===== src/verilog/clkgen_pkg.sv =====
package clkgen_pkg;
    // ------------------------------------------------------------
    // register map
    // ------------------------------------------------------------
    localparam logic [11:0] CPU_CLOCK_CONTROL_ADDR = 12'hfb3;
    localparam logic [3:0]  CPU_CLOCK_CONTROL_RST  = 4'h0;
    localparam int          SEL_LO_POS             = 0;
    localparam int          SEL_HI_POS             = 1;
    localparam int          HALT_POS               = 2;
    localparam int          STOP_POS               = 3;
    // ------------------------------------------------------------
    // timing, as log2 of oscillator periods
    // ------------------------------------------------------------
    localparam int          DIV_WIDTH              = 20;
    localparam int          RESET_WAIT_SHORT_LOG2  = 15;
    localparam int          RESET_WAIT_LONG_LOG2   = 17;
    localparam int          WAIT_MODE0_LOG2        = 20;
    localparam int          WAIT_MODE1_LOG2        = 17;
    localparam int          WAIT_MODE2_LOG2        = 15;
    localparam int          WAIT_MODE3_LOG2        = 13;
    // clock period in ns; oscillator taken as the core clock
    localparam int          CORE_CLK_PERIOD_NS     = 10;

    typedef enum logic [1:0]
    {
        MODE_NORMAL,
        MODE_HALT,
        MODE_STOP,
        MODE_PROHIBITED
    } cpu_mode_t;

    function automatic int sel_div_log2(input logic [1:0] sel);
        case (sel)
            2'h0:    sel_div_log2 = 6;
            2'h1:    sel_div_log2 = 4;
            2'h2:    sel_div_log2 = 3;
            default: sel_div_log2 = 2;
        endcase
    endfunction : sel_div_log2
endpackage : clkgen_pkg


===== src/verilog/div_bus_if.sv =====
`timescale 1ns/1ps
interface div_bus_if #(parameter int WIDTH = 20);
    logic             run;
    logic             clr;
    logic [WIDTH-1:0] count;
    logic [WIDTH-1:0] rise;
    modport chain (input run, input clr, output count, output rise);
    modport user  (output run, output clr, input count, input rise);
endinterface : div_bus_if


===== src/verilog/cpu_clock_gen_standby_ctl.sv =====
`timescale 1ns/1ps
module cpu_clock_gen_standby_ctl
#(
    parameter bit LONG_RESET_WAIT = 1'b0
)
(
    // clock and reset
    input  wire logic        CORE_CLK_I,
    input  wire logic        RST_N_I,
    // data memory write and read ports
    input  wire logic        WR_EN_I,
    input  wire logic [11:0] WR_ADDR_I,
    input  wire logic [3:0]  WR_DATA_I,
    input  wire logic        RD_EN_I,
    input  wire logic [11:0] RD_ADDR_I,
    // instruction events
    input  wire logic        STOP_INSTR_I,
    input  wire logic        HALT_INSTR_I,
    input  wire logic        STANDBY_RELEASE_I,
    input  wire logic        RELEASE_BY_INT_I,
    input  wire logic [1:0]  INTERVAL_TIMER_MODE_I,
    // outputs
    output logic [3:0]       RD_DATA_O,
    output logic             CPU_CLK_EN_O,
    output logic             CPU_HOLD_O,
    output logic             OSC_RUN_O,
    output logic             HALTED_O,
    output logic [19:0]      PERIPH_CLK_EN_O
);
    localparam int DW = clkgen_pkg::DIV_WIDTH;

    // ------------------------------------------------------------
    // clock control register
    // ------------------------------------------------------------
    logic [3:0] ctl_q;
    logic [1:0] sel_act_q;
    logic       wr_hit;
    logic       sw_pending_q;
    logic       stop_rel;

    assign wr_hit   = WR_EN_I && (WR_ADDR_I == clkgen_pkg::CPU_CLOCK_CONTROL_ADDR);
    assign stop_rel = STANDBY_RELEASE_I && ctl_q[clkgen_pkg::STOP_POS];

    always_ff @(posedge CORE_CLK_I or negedge RST_N_I)
    begin
        if (!RST_N_I)
            ctl_q <= clkgen_pkg::CPU_CLOCK_CONTROL_RST;
        else if (STANDBY_RELEASE_I)
            ctl_q <= {2'b00, ctl_q[1:0]};
        else if (STOP_INSTR_I)
            ctl_q[clkgen_pkg::STOP_POS] <= 1'b1;
        else if (HALT_INSTR_I)
            ctl_q[clkgen_pkg::HALT_POS] <= 1'b1;
        else if (wr_hit)
            ctl_q <= WR_DATA_I;
    end

    always_ff @(posedge CORE_CLK_I or negedge RST_N_I)
    begin
        if (!RST_N_I)
            RD_DATA_O <= 4'h0;
        else if (RD_EN_I && RD_ADDR_I == clkgen_pkg::CPU_CLOCK_CONTROL_ADDR)
            RD_DATA_O <= ctl_q;
        else
            RD_DATA_O <= 4'h0;
    end

    // ------------------------------------------------------------
    // divider and stabilisation wait
    // ------------------------------------------------------------
    div_bus_if #(.WIDTH(DW)) dbus ();

    div_chain u_div
    (
        .core_clk_i (CORE_CLK_I),
        .rst_n_i    (RST_N_I),
        .bus        (dbus)
    );

    typedef enum logic [1:0]
    {
        ST_RESET_WAIT,
        ST_RUN,
        ST_STOPPED,
        ST_STOP_WAIT
    } state_t;

    state_t     state_q;
    logic [4:0] wait_log2_q;
    logic       wait_done;

    function automatic logic [4:0] mode_wait(input logic [1:0] m);
        case (m)
            2'h0:    mode_wait = 5'(clkgen_pkg::WAIT_MODE0_LOG2);
            2'h1:    mode_wait = 5'(clkgen_pkg::WAIT_MODE1_LOG2);
            2'h2:    mode_wait = 5'(clkgen_pkg::WAIT_MODE2_LOG2);
            default: mode_wait = 5'(clkgen_pkg::WAIT_MODE3_LOG2);
        endcase
    endfunction : mode_wait

    // wait ends when tap n first rises, 2^n periods after the chain was cleared;
    // the top tap has no rise bit, so an all-ones count stands in for it
    assign wait_done = (wait_log2_q == 5'(DW)) ? (&dbus.count)
                                                : dbus.rise[wait_log2_q];
    assign dbus.run  = (state_q != ST_STOPPED);
    assign dbus.clr  = stop_rel;

    always_ff @(posedge CORE_CLK_I or negedge RST_N_I)
    begin
        if (!RST_N_I)
        begin
            state_q     <= ST_RESET_WAIT;
            wait_log2_q <= 5'h0;
        end
        else
        begin
            case (state_q)
                ST_RESET_WAIT:
                begin
                    wait_log2_q <= LONG_RESET_WAIT ? 5'(clkgen_pkg::RESET_WAIT_LONG_LOG2)
                                                   : 5'(clkgen_pkg::RESET_WAIT_SHORT_LOG2);
                    if (wait_log2_q != 5'h0 && wait_done)
                        state_q <= ST_RUN;
                end
                ST_RUN:
                    if (ctl_q[clkgen_pkg::STOP_POS] && !STANDBY_RELEASE_I)
                        state_q <= ST_STOPPED;
                ST_STOPPED:
                    if (STANDBY_RELEASE_I)
                    begin
                        // release other than by interrupt takes the fixed wait
                        wait_log2_q <= RELEASE_BY_INT_I ? mode_wait(INTERVAL_TIMER_MODE_I)
                                        : 5'(clkgen_pkg::RESET_WAIT_SHORT_LOG2);
                        state_q     <= ST_STOP_WAIT;
                    end
                ST_STOP_WAIT:
                    if (wait_done)
                        state_q <= ST_RUN;
                default:
                    state_q <= ST_RESET_WAIT;
            endcase
        end
    end

    // ------------------------------------------------------------
    // cpu clock enable
    // ------------------------------------------------------------
    // the active selection is only swapped at the end of an old machine cycle,
    // so the switch never exceeds one cycle of the old rate
    logic       tick;

    assign tick = dbus.rise[clkgen_pkg::sel_div_log2(sel_act_q) - 1];

    always_ff @(posedge CORE_CLK_I or negedge RST_N_I)
    begin
        if (!RST_N_I)
        begin
            sel_act_q    <= 2'h0;
            sw_pending_q <= 1'b0;
        end
        else if (tick && (sw_pending_q || wr_hit))
        begin
            sel_act_q    <= ctl_q[clkgen_pkg::SEL_HI_POS:clkgen_pkg::SEL_LO_POS];
            sw_pending_q <= wr_hit;
        end
        else if (wr_hit)
            sw_pending_q <= 1'b1;
    end
    always_ff @(posedge CORE_CLK_I or negedge RST_N_I)
    begin
        if (!RST_N_I)
        begin
            CPU_CLK_EN_O <= 1'b0;
            CPU_HOLD_O   <= 1'b1;
            OSC_RUN_O    <= 1'b1;
            HALTED_O     <= 1'b0;
        end
        else
        begin
            // halt and stop both gate the cpu clock; peripherals keep halt clocks
            CPU_CLK_EN_O <= tick && (state_q == ST_RUN) && (ctl_q[3:2] == 2'b00);
            CPU_HOLD_O   <= (state_q != ST_RUN);
            OSC_RUN_O    <= (state_q != ST_STOPPED);
            HALTED_O     <= (ctl_q[3:2] != 2'b00);
        end
    end

    always_ff @(posedge CORE_CLK_I or negedge RST_N_I)
    begin
        if (!RST_N_I)
            PERIPH_CLK_EN_O <= '0;
        else
            PERIPH_CLK_EN_O <= dbus.rise;
    end

    // ------------------------------------------------------------
    // checks
    // ------------------------------------------------------------
    reset_clear_a: assert property (@(posedge CORE_CLK_I)
        $rose(RST_N_I) |-> ctl_q == 4'h0) else $error("register not cleared");
    release_clear_a: assert property (@(posedge CORE_CLK_I) disable iff (!RST_N_I)
        STANDBY_RELEASE_I |=> ctl_q[3:2] == 2'b00) else $error("mode bits kept");
    stop_set_a: assert property (@(posedge CORE_CLK_I) disable iff (!RST_N_I)
        STOP_INSTR_I && !STANDBY_RELEASE_I |=> ctl_q[3]) else $error("stop bit not set");
    halt_set_a: assert property (@(posedge CORE_CLK_I) disable iff (!RST_N_I)
        HALT_INSTR_I && !STOP_INSTR_I && !STANDBY_RELEASE_I |=> ctl_q[2])
        else $error("halt bit not set");
    write_load_a: assert property (@(posedge CORE_CLK_I) disable iff (!RST_N_I)
        wr_hit && !STOP_INSTR_I && !HALT_INSTR_I && !STANDBY_RELEASE_I
        |=> ctl_q == $past(WR_DATA_I)) else $error("write lost");
    standby_gate_a: assert property (@(posedge CORE_CLK_I) disable iff (!RST_N_I)
        ctl_q[3:2] != 2'b00 |=> !CPU_CLK_EN_O) else $error("clock in standby");
    switch_time_a: assert property (@(posedge CORE_CLK_I) disable iff (!RST_N_I)
        wr_hit && sel_act_q == 2'h0 |-> ##[1:130] sel_act_q == ctl_q[1:0])
        else $error("switch too slow");
    osc_stop_a: assert property (@(posedge CORE_CLK_I) disable iff (!RST_N_I)
        state_q == ST_STOPPED |=> !OSC_RUN_O) else $error("oscillator runs in stop");
    reset_wait_a: assert property (@(posedge CORE_CLK_I) disable iff (!RST_N_I)
        state_q == ST_RESET_WAIT |-> !CPU_CLK_EN_O) else $error("cpu runs in wait");
endmodule : cpu_clock_gen_standby_ctl


===== src/verilog/div_chain.sv =====
`timescale 1ns/1ps
module div_chain
(
    // clock and reset
    input  wire logic core_clk_i,
    input  wire logic rst_n_i,
    // chain access
    div_bus_if.chain  bus
);
    logic [$bits(bus.count)-1:0] cnt_q;

    // free running binary chain; stands still only while the oscillator is stopped
    always_ff @(posedge core_clk_i or negedge rst_n_i)
    begin
        if (!rst_n_i)
            cnt_q <= '0;
        else if (bus.clr)
            cnt_q <= '0;
        else if (bus.run)
            cnt_q <= cnt_q + 1'b1;
    end

    assign bus.count = cnt_q;
    // rise[k] pulses once per 2^(k+1) periods: one-cycle enable per tap
    assign bus.rise  = bus.run ? (~cnt_q & (cnt_q + 1'b1)) : '0;
endmodule : div_chain


===== config.mk =====
export PLATFORM = sky130hd
export DESIGN_NAME = cpu_clock_gen_standby_ctl
export DESIGN_NICKNAME = d
export VERILOG_FILES = /design/src/verilog/clkgen_pkg.sv /design/src/verilog/div_bus_if.sv /design/src/verilog/cpu_clock_gen_standby_ctl.sv /design/src/verilog/div_chain.sv
export SDC_FILE = /design/constraint.sdc
export NUM_CORES = 1
export LEC_CHECK = 0
export BUFFER_PORTS_ARGS = -buffer_cell sky130_fd_sc_hd__clkbuf_2
export CAP_MARGIN = 20
export CELL_PAD_IN_SITES_DETAIL_PLACEMENT = 2
export CELL_PAD_IN_SITES_GLOBAL_PLACEMENT = 2
export CORE_MARGIN = 2
export CORE_UTILIZATION = 37
export CTS_CLUSTER_SIZE = 25
export DETAILED_ROUTE_END_ITERATION = 7
export MAX_ROUTING_LAYER = met4
export PLACE_DENSITY = 0.89
export SLEW_MARGIN = 20
export SYNTH_ARGS = -nofsm -noshare
export SYNTH_HDL_FRONTEND = slang
export SYNTH_SLANG_ARGS = --single-unit

===== constraint.sdc =====
create_clock -name CORE_CLK_I -period 3.95 [get_ports CORE_CLK_I]
set_clock_uncertainty 0.05 [all_clocks]
set_input_delay 0.1975 -clock CORE_CLK_I [delete_from_list [all_inputs] [get_ports CORE_CLK_I]]
set_output_delay 0.1975 -clock CORE_CLK_I [all_outputs]
set_load 0.03 [all_outputs]

==> flow_summary.yaml <==
detailed_routing:
  finalWirelength_um: 10100
  wl_met2_um: 5140
  remaining_drc_errors: 0
  drt-initial-drc-count: 90
  vias: 2669
  detailroute.wirelength.met3_um: 434
  routed.top_layer: "met4"
  detailedRoute.firstPassIterationCount: 4
  avgRoutedWirePerCell_um: 20.0
  wirelength_met1_um: 4270
  final_antenna_net_count: 0
  vias_per_cell: 5.30
die:
  rows: 34
  die-width_um: 98.5
  dieHeight_um: 98.5
  core_area_sq_um: 8680
  ioPinCount: 66
  die_area_sq_um: 9700
  floorplan.initialDensity_pct: 38.1
timing:
  setup_slack_ns: 0.609
  rsz0062_at_grt: "false"
  finalCritPeriodShare_pct: 84.6
  post-route-min-period_ns: 3.34
  max_slew.worst_pin.slew_ns: 0.896
  tns_ns: 0
  timing.final.hold_violations: 0
  fmax_ghz: 0.299
  final-max-slew-violation-count: 0
  maxSlewHeadroom_pct: 40.3
  setup_violations: 0
synth:
  ys.flop_type: "sky130_fd_sc_hd__dfrtp_1"
  syn-num-nets: 392
  synth_seq_area_share_pct: 47.0
  asyncSetResetFlopFracSynth_pct: 100
  post_synth.cell_area_avg_sq_um: 10.2
  yosys.area.top_type_share_pct: 45.4
  synth_largest_area_cell: "sky130_fd_sc_hd__dfrtp_1"
  post_synth_instance_area_sq_um: 3300
  synth-seq-cells: 62
  synth-warning-count: 0
  top_area_cells_in_the_synthesized_netlist: "sky130_fd_sc_hd__dfrtp_1 (45%), sky130_fd_sc_hd__ha_1 (11%), sky130_fd_sc_hd__nor2_1 (6.4%)"
  synth_edf_count: 0
  postSynthCellCount: 324
  netlist-cell-type-count: 49
clock_tree:
  cts.path.max_buffers: 2
  worst_skew_pair.late_latency_ns: 0.35
  cts.reportedPaths.clkPinSlew_ns: 0.08
  total_setup_buffers_inserted_after_cts: 0
  tritoncts: "built"
  cts.htree.levels: 3
  cts_buf_count: 9
  clockRootBuffer: "sky130_fd_sc_hd__clkbuf_8"
  clkSinkCount: 62
power:
  max-vdd-ir-drop_v: 0.000200
  power.static_leakage_nw: 1.97
  pwr_cell_area_nw_per_um2: 508
critical_path:
  critical_path_required_ns: 4.14
  worstSetupPathType: "reg -> reg"
  endpoint_kind: "register"
  path_max_fanout: 7
  worstSetupStartpointType: "register"
  crit_arrival_ns: 3.53
finish:
  post_route_cells_drive_above_1_share_pct: 25.3
  area.sequential_sq_um: 1550
  flow.area_growth_from_synthesis_pct: 19.8
  nFillCells: 940
  fin_nets: 459
  postLayoutCoreUtil_pct: 45.6
  num_antenna_cells: 0
  multi_input_comb_area_sq_um: 1550
  finalInstanceArea_sq_um: 3960
flow_run:
  cap_viol_max_count: 0
grt:
  first_global_vias: 3110
  grt_start_max_net_pins: 66
  grt_pass1_wl_um: 16500
  grt_remaining_overflow: 0
  grtUsageTotal_pct: 22.8
  grt_antenna_before_repair: 0
place:
  dp_worst_setup_slack_ns: 0.795
  post_detail_place_hpwl_um: 6800
  dpl-instance-area_sq_um: 3690
  port_buffers: 65
  finalWeightedCongestion: 0.814
outcome:
  run_status: "finished, final reports clean"
hold_path:
  timing.hold.worst.class: "in -> reg"
==> worst max-delay path, cell delays in order, from the launching register on <==
cell and delay, ns:
sky130_fd_sc_hd__dfrtp_1 0.50, sky130_fd_sc_hd__ha_1 0.23, sky130_fd_sc_hd__nand3_1 0.23, sky130_fd_sc_hd__nor4_1 0.62, sky130_fd_sc_hd__and4_1 0.28, sky130_fd_sc_hd__ha_1 0.18
sky130_fd_sc_hd__mux2i_1 0.13, sky130_fd_sc_hd__nor3b_1 0.37, sky130_fd_sc_hd__o21a_1 0.19, sky130_fd_sc_hd__o211ai_1 0.14, sky130_fd_sc_hd__mux2_2 0.31
==> metrics by stage <==
step | hold WS [ns] | total power [W] | cells
final | 0.0444 | 0.00201 | 504
after global routing | 0.0390 | 0.00213 | 504
after CTS | 0.0272 | 0.00202 | 504
after detailed placement | 0.202 | 0.00132 | 486
after global placement | 0.188 | 0.00127 | 486
after floorplan | -0.148 | 0.00117 | 324
==> logic make-up after synthesis <==
group	synth area share [%]
buf+inv	6.51
simple gates	20.1
mux	7.42
flops	47.0
compound gates	7.31
xor+xnor	0.265
fa+ha+maj	11.4
==> cells in the mapped netlist (3+ instances only) <==
cell                        n
sky130_fd_sc_hd__mux2_2     6
sky130_fd_sc_hd__nor2_1    56
sky130_fd_sc_hd__nand3_1    6
sky130_fd_sc_hd__a21oi_1   21
sky130_fd_sc_hd__mux2i_1    5
sky130_fd_sc_hd__nand4_1    5
sky130_fd_sc_hd__nor3_1     8
sky130_fd_sc_hd__nand4b_1   4
sky130_fd_sc_hd__dfrtp_1   60
sky130_fd_sc_hd__nand2_1    6
sky130_fd_sc_hd__and2_1     6
sky130_fd_sc_hd__and3_1     3
sky130_fd_sc_hd__ha_1      30
sky130_fd_sc_hd__clkbuf_1   8
sky130_fd_sc_hd__nor2b_1   15
sky130_fd_sc_hd__mux4_2     4
sky130_fd_sc_hd__inv_1     34
sky130_fd_sc_hd__nor4_1     6
==> final cells by class <==
type / count / share of cell area [%]
clock buffers: 13 / 4.27
clock inverters: 3 / 1.64
inverters: 34 / 3.22
repair buffers: 69 / 9.10
flip-flops and latches: 62 / 39.3
well taps: 108 / 3.41
multi-input cells: 215 / 39.1
==> layer usage <==
metal / vias to the layer above / global-route usage (%)
met2: 74 / 38.1
met3: 23 / 5.39
met5: - / -
li1: 1235 / -
met4: 0 / 7.17
met1: 1337 / 27.4
==> worst paths after layout <==
| kind | depth (start not counted) | endpoint | start | slack [ns] |
|---|---|---|---|---|
| max | 10 | sel_act_q[0] | u_div.bus.count[0] | 0.61 |
| min | 2 | wait_log2_q[1] | RELEASE_BY_INT_I | 0.04 |
| max reg2reg | 10 | sel_act_q[0] | u_div.bus.count[0] | 0.61 |
| min reg2reg | 1 | sw_pending_q | sw_pending_q | 0.44 |
| max in group asynchronous | 3 | CPU_HOLD_O | RST_N_I | 2.54 |
| min in group asynchronous | 2 | u_div.bus.count[9] | RST_N_I | 0.35 |
==> timing repair <==
action,in CTS,in global routing
hold buffers,2,0
setup endpoints to repair,0,0
resized for setup,0,0
endpoints found under the hold margin,24,0
==> registers in the layout, indices dropped and copies added (netlist names) <==
name / flops
CPU_CLK_EN_O: 1
RD_DATA_O: 4
state_q: 2
PERIPH_CLK_EN_O: 20
sw_pending_q: 1
CPU_HOLD_O: 1
sel_act_q: 2
HALTED_O: 1
ctl_q: 4
wait_log2_q: 5
OSC_RUN_O: 1
u_div.bus.count: 20
==> placed cells by master, fill, tap and decap left out, drive strengths merged, types with 2 or more instances in the layout <==
master,n
nand4,5
dfrtp,60
or2,2
inv,34
mux4,5
mux2i,5
nor2b,15
nor3b,2
mux2,7
and3,3
nor3,8
nand4b,4
clkbuf,78
o21ai,2
nand2,6
buf,2
and2,7
bufinv,2
and2b,2
nand3,6
nand2b,2
and4,2
nor4,6
o211ai,2
a21oi,21
ha,30
nor2,56
o21a,2
dlygate4sd3,2
a2111oi,2
dfstp,2
==> power by group <==
part / switching, W / internal (W)
Sequential: 0.0000987 / 0.000715
Combinational: 0.000344 / 0.000188
Clock: 0.000261 / 0.000407
Total: 0.000704 / 0.00131
Note: power is estimated with default switching activity, not from simulation.
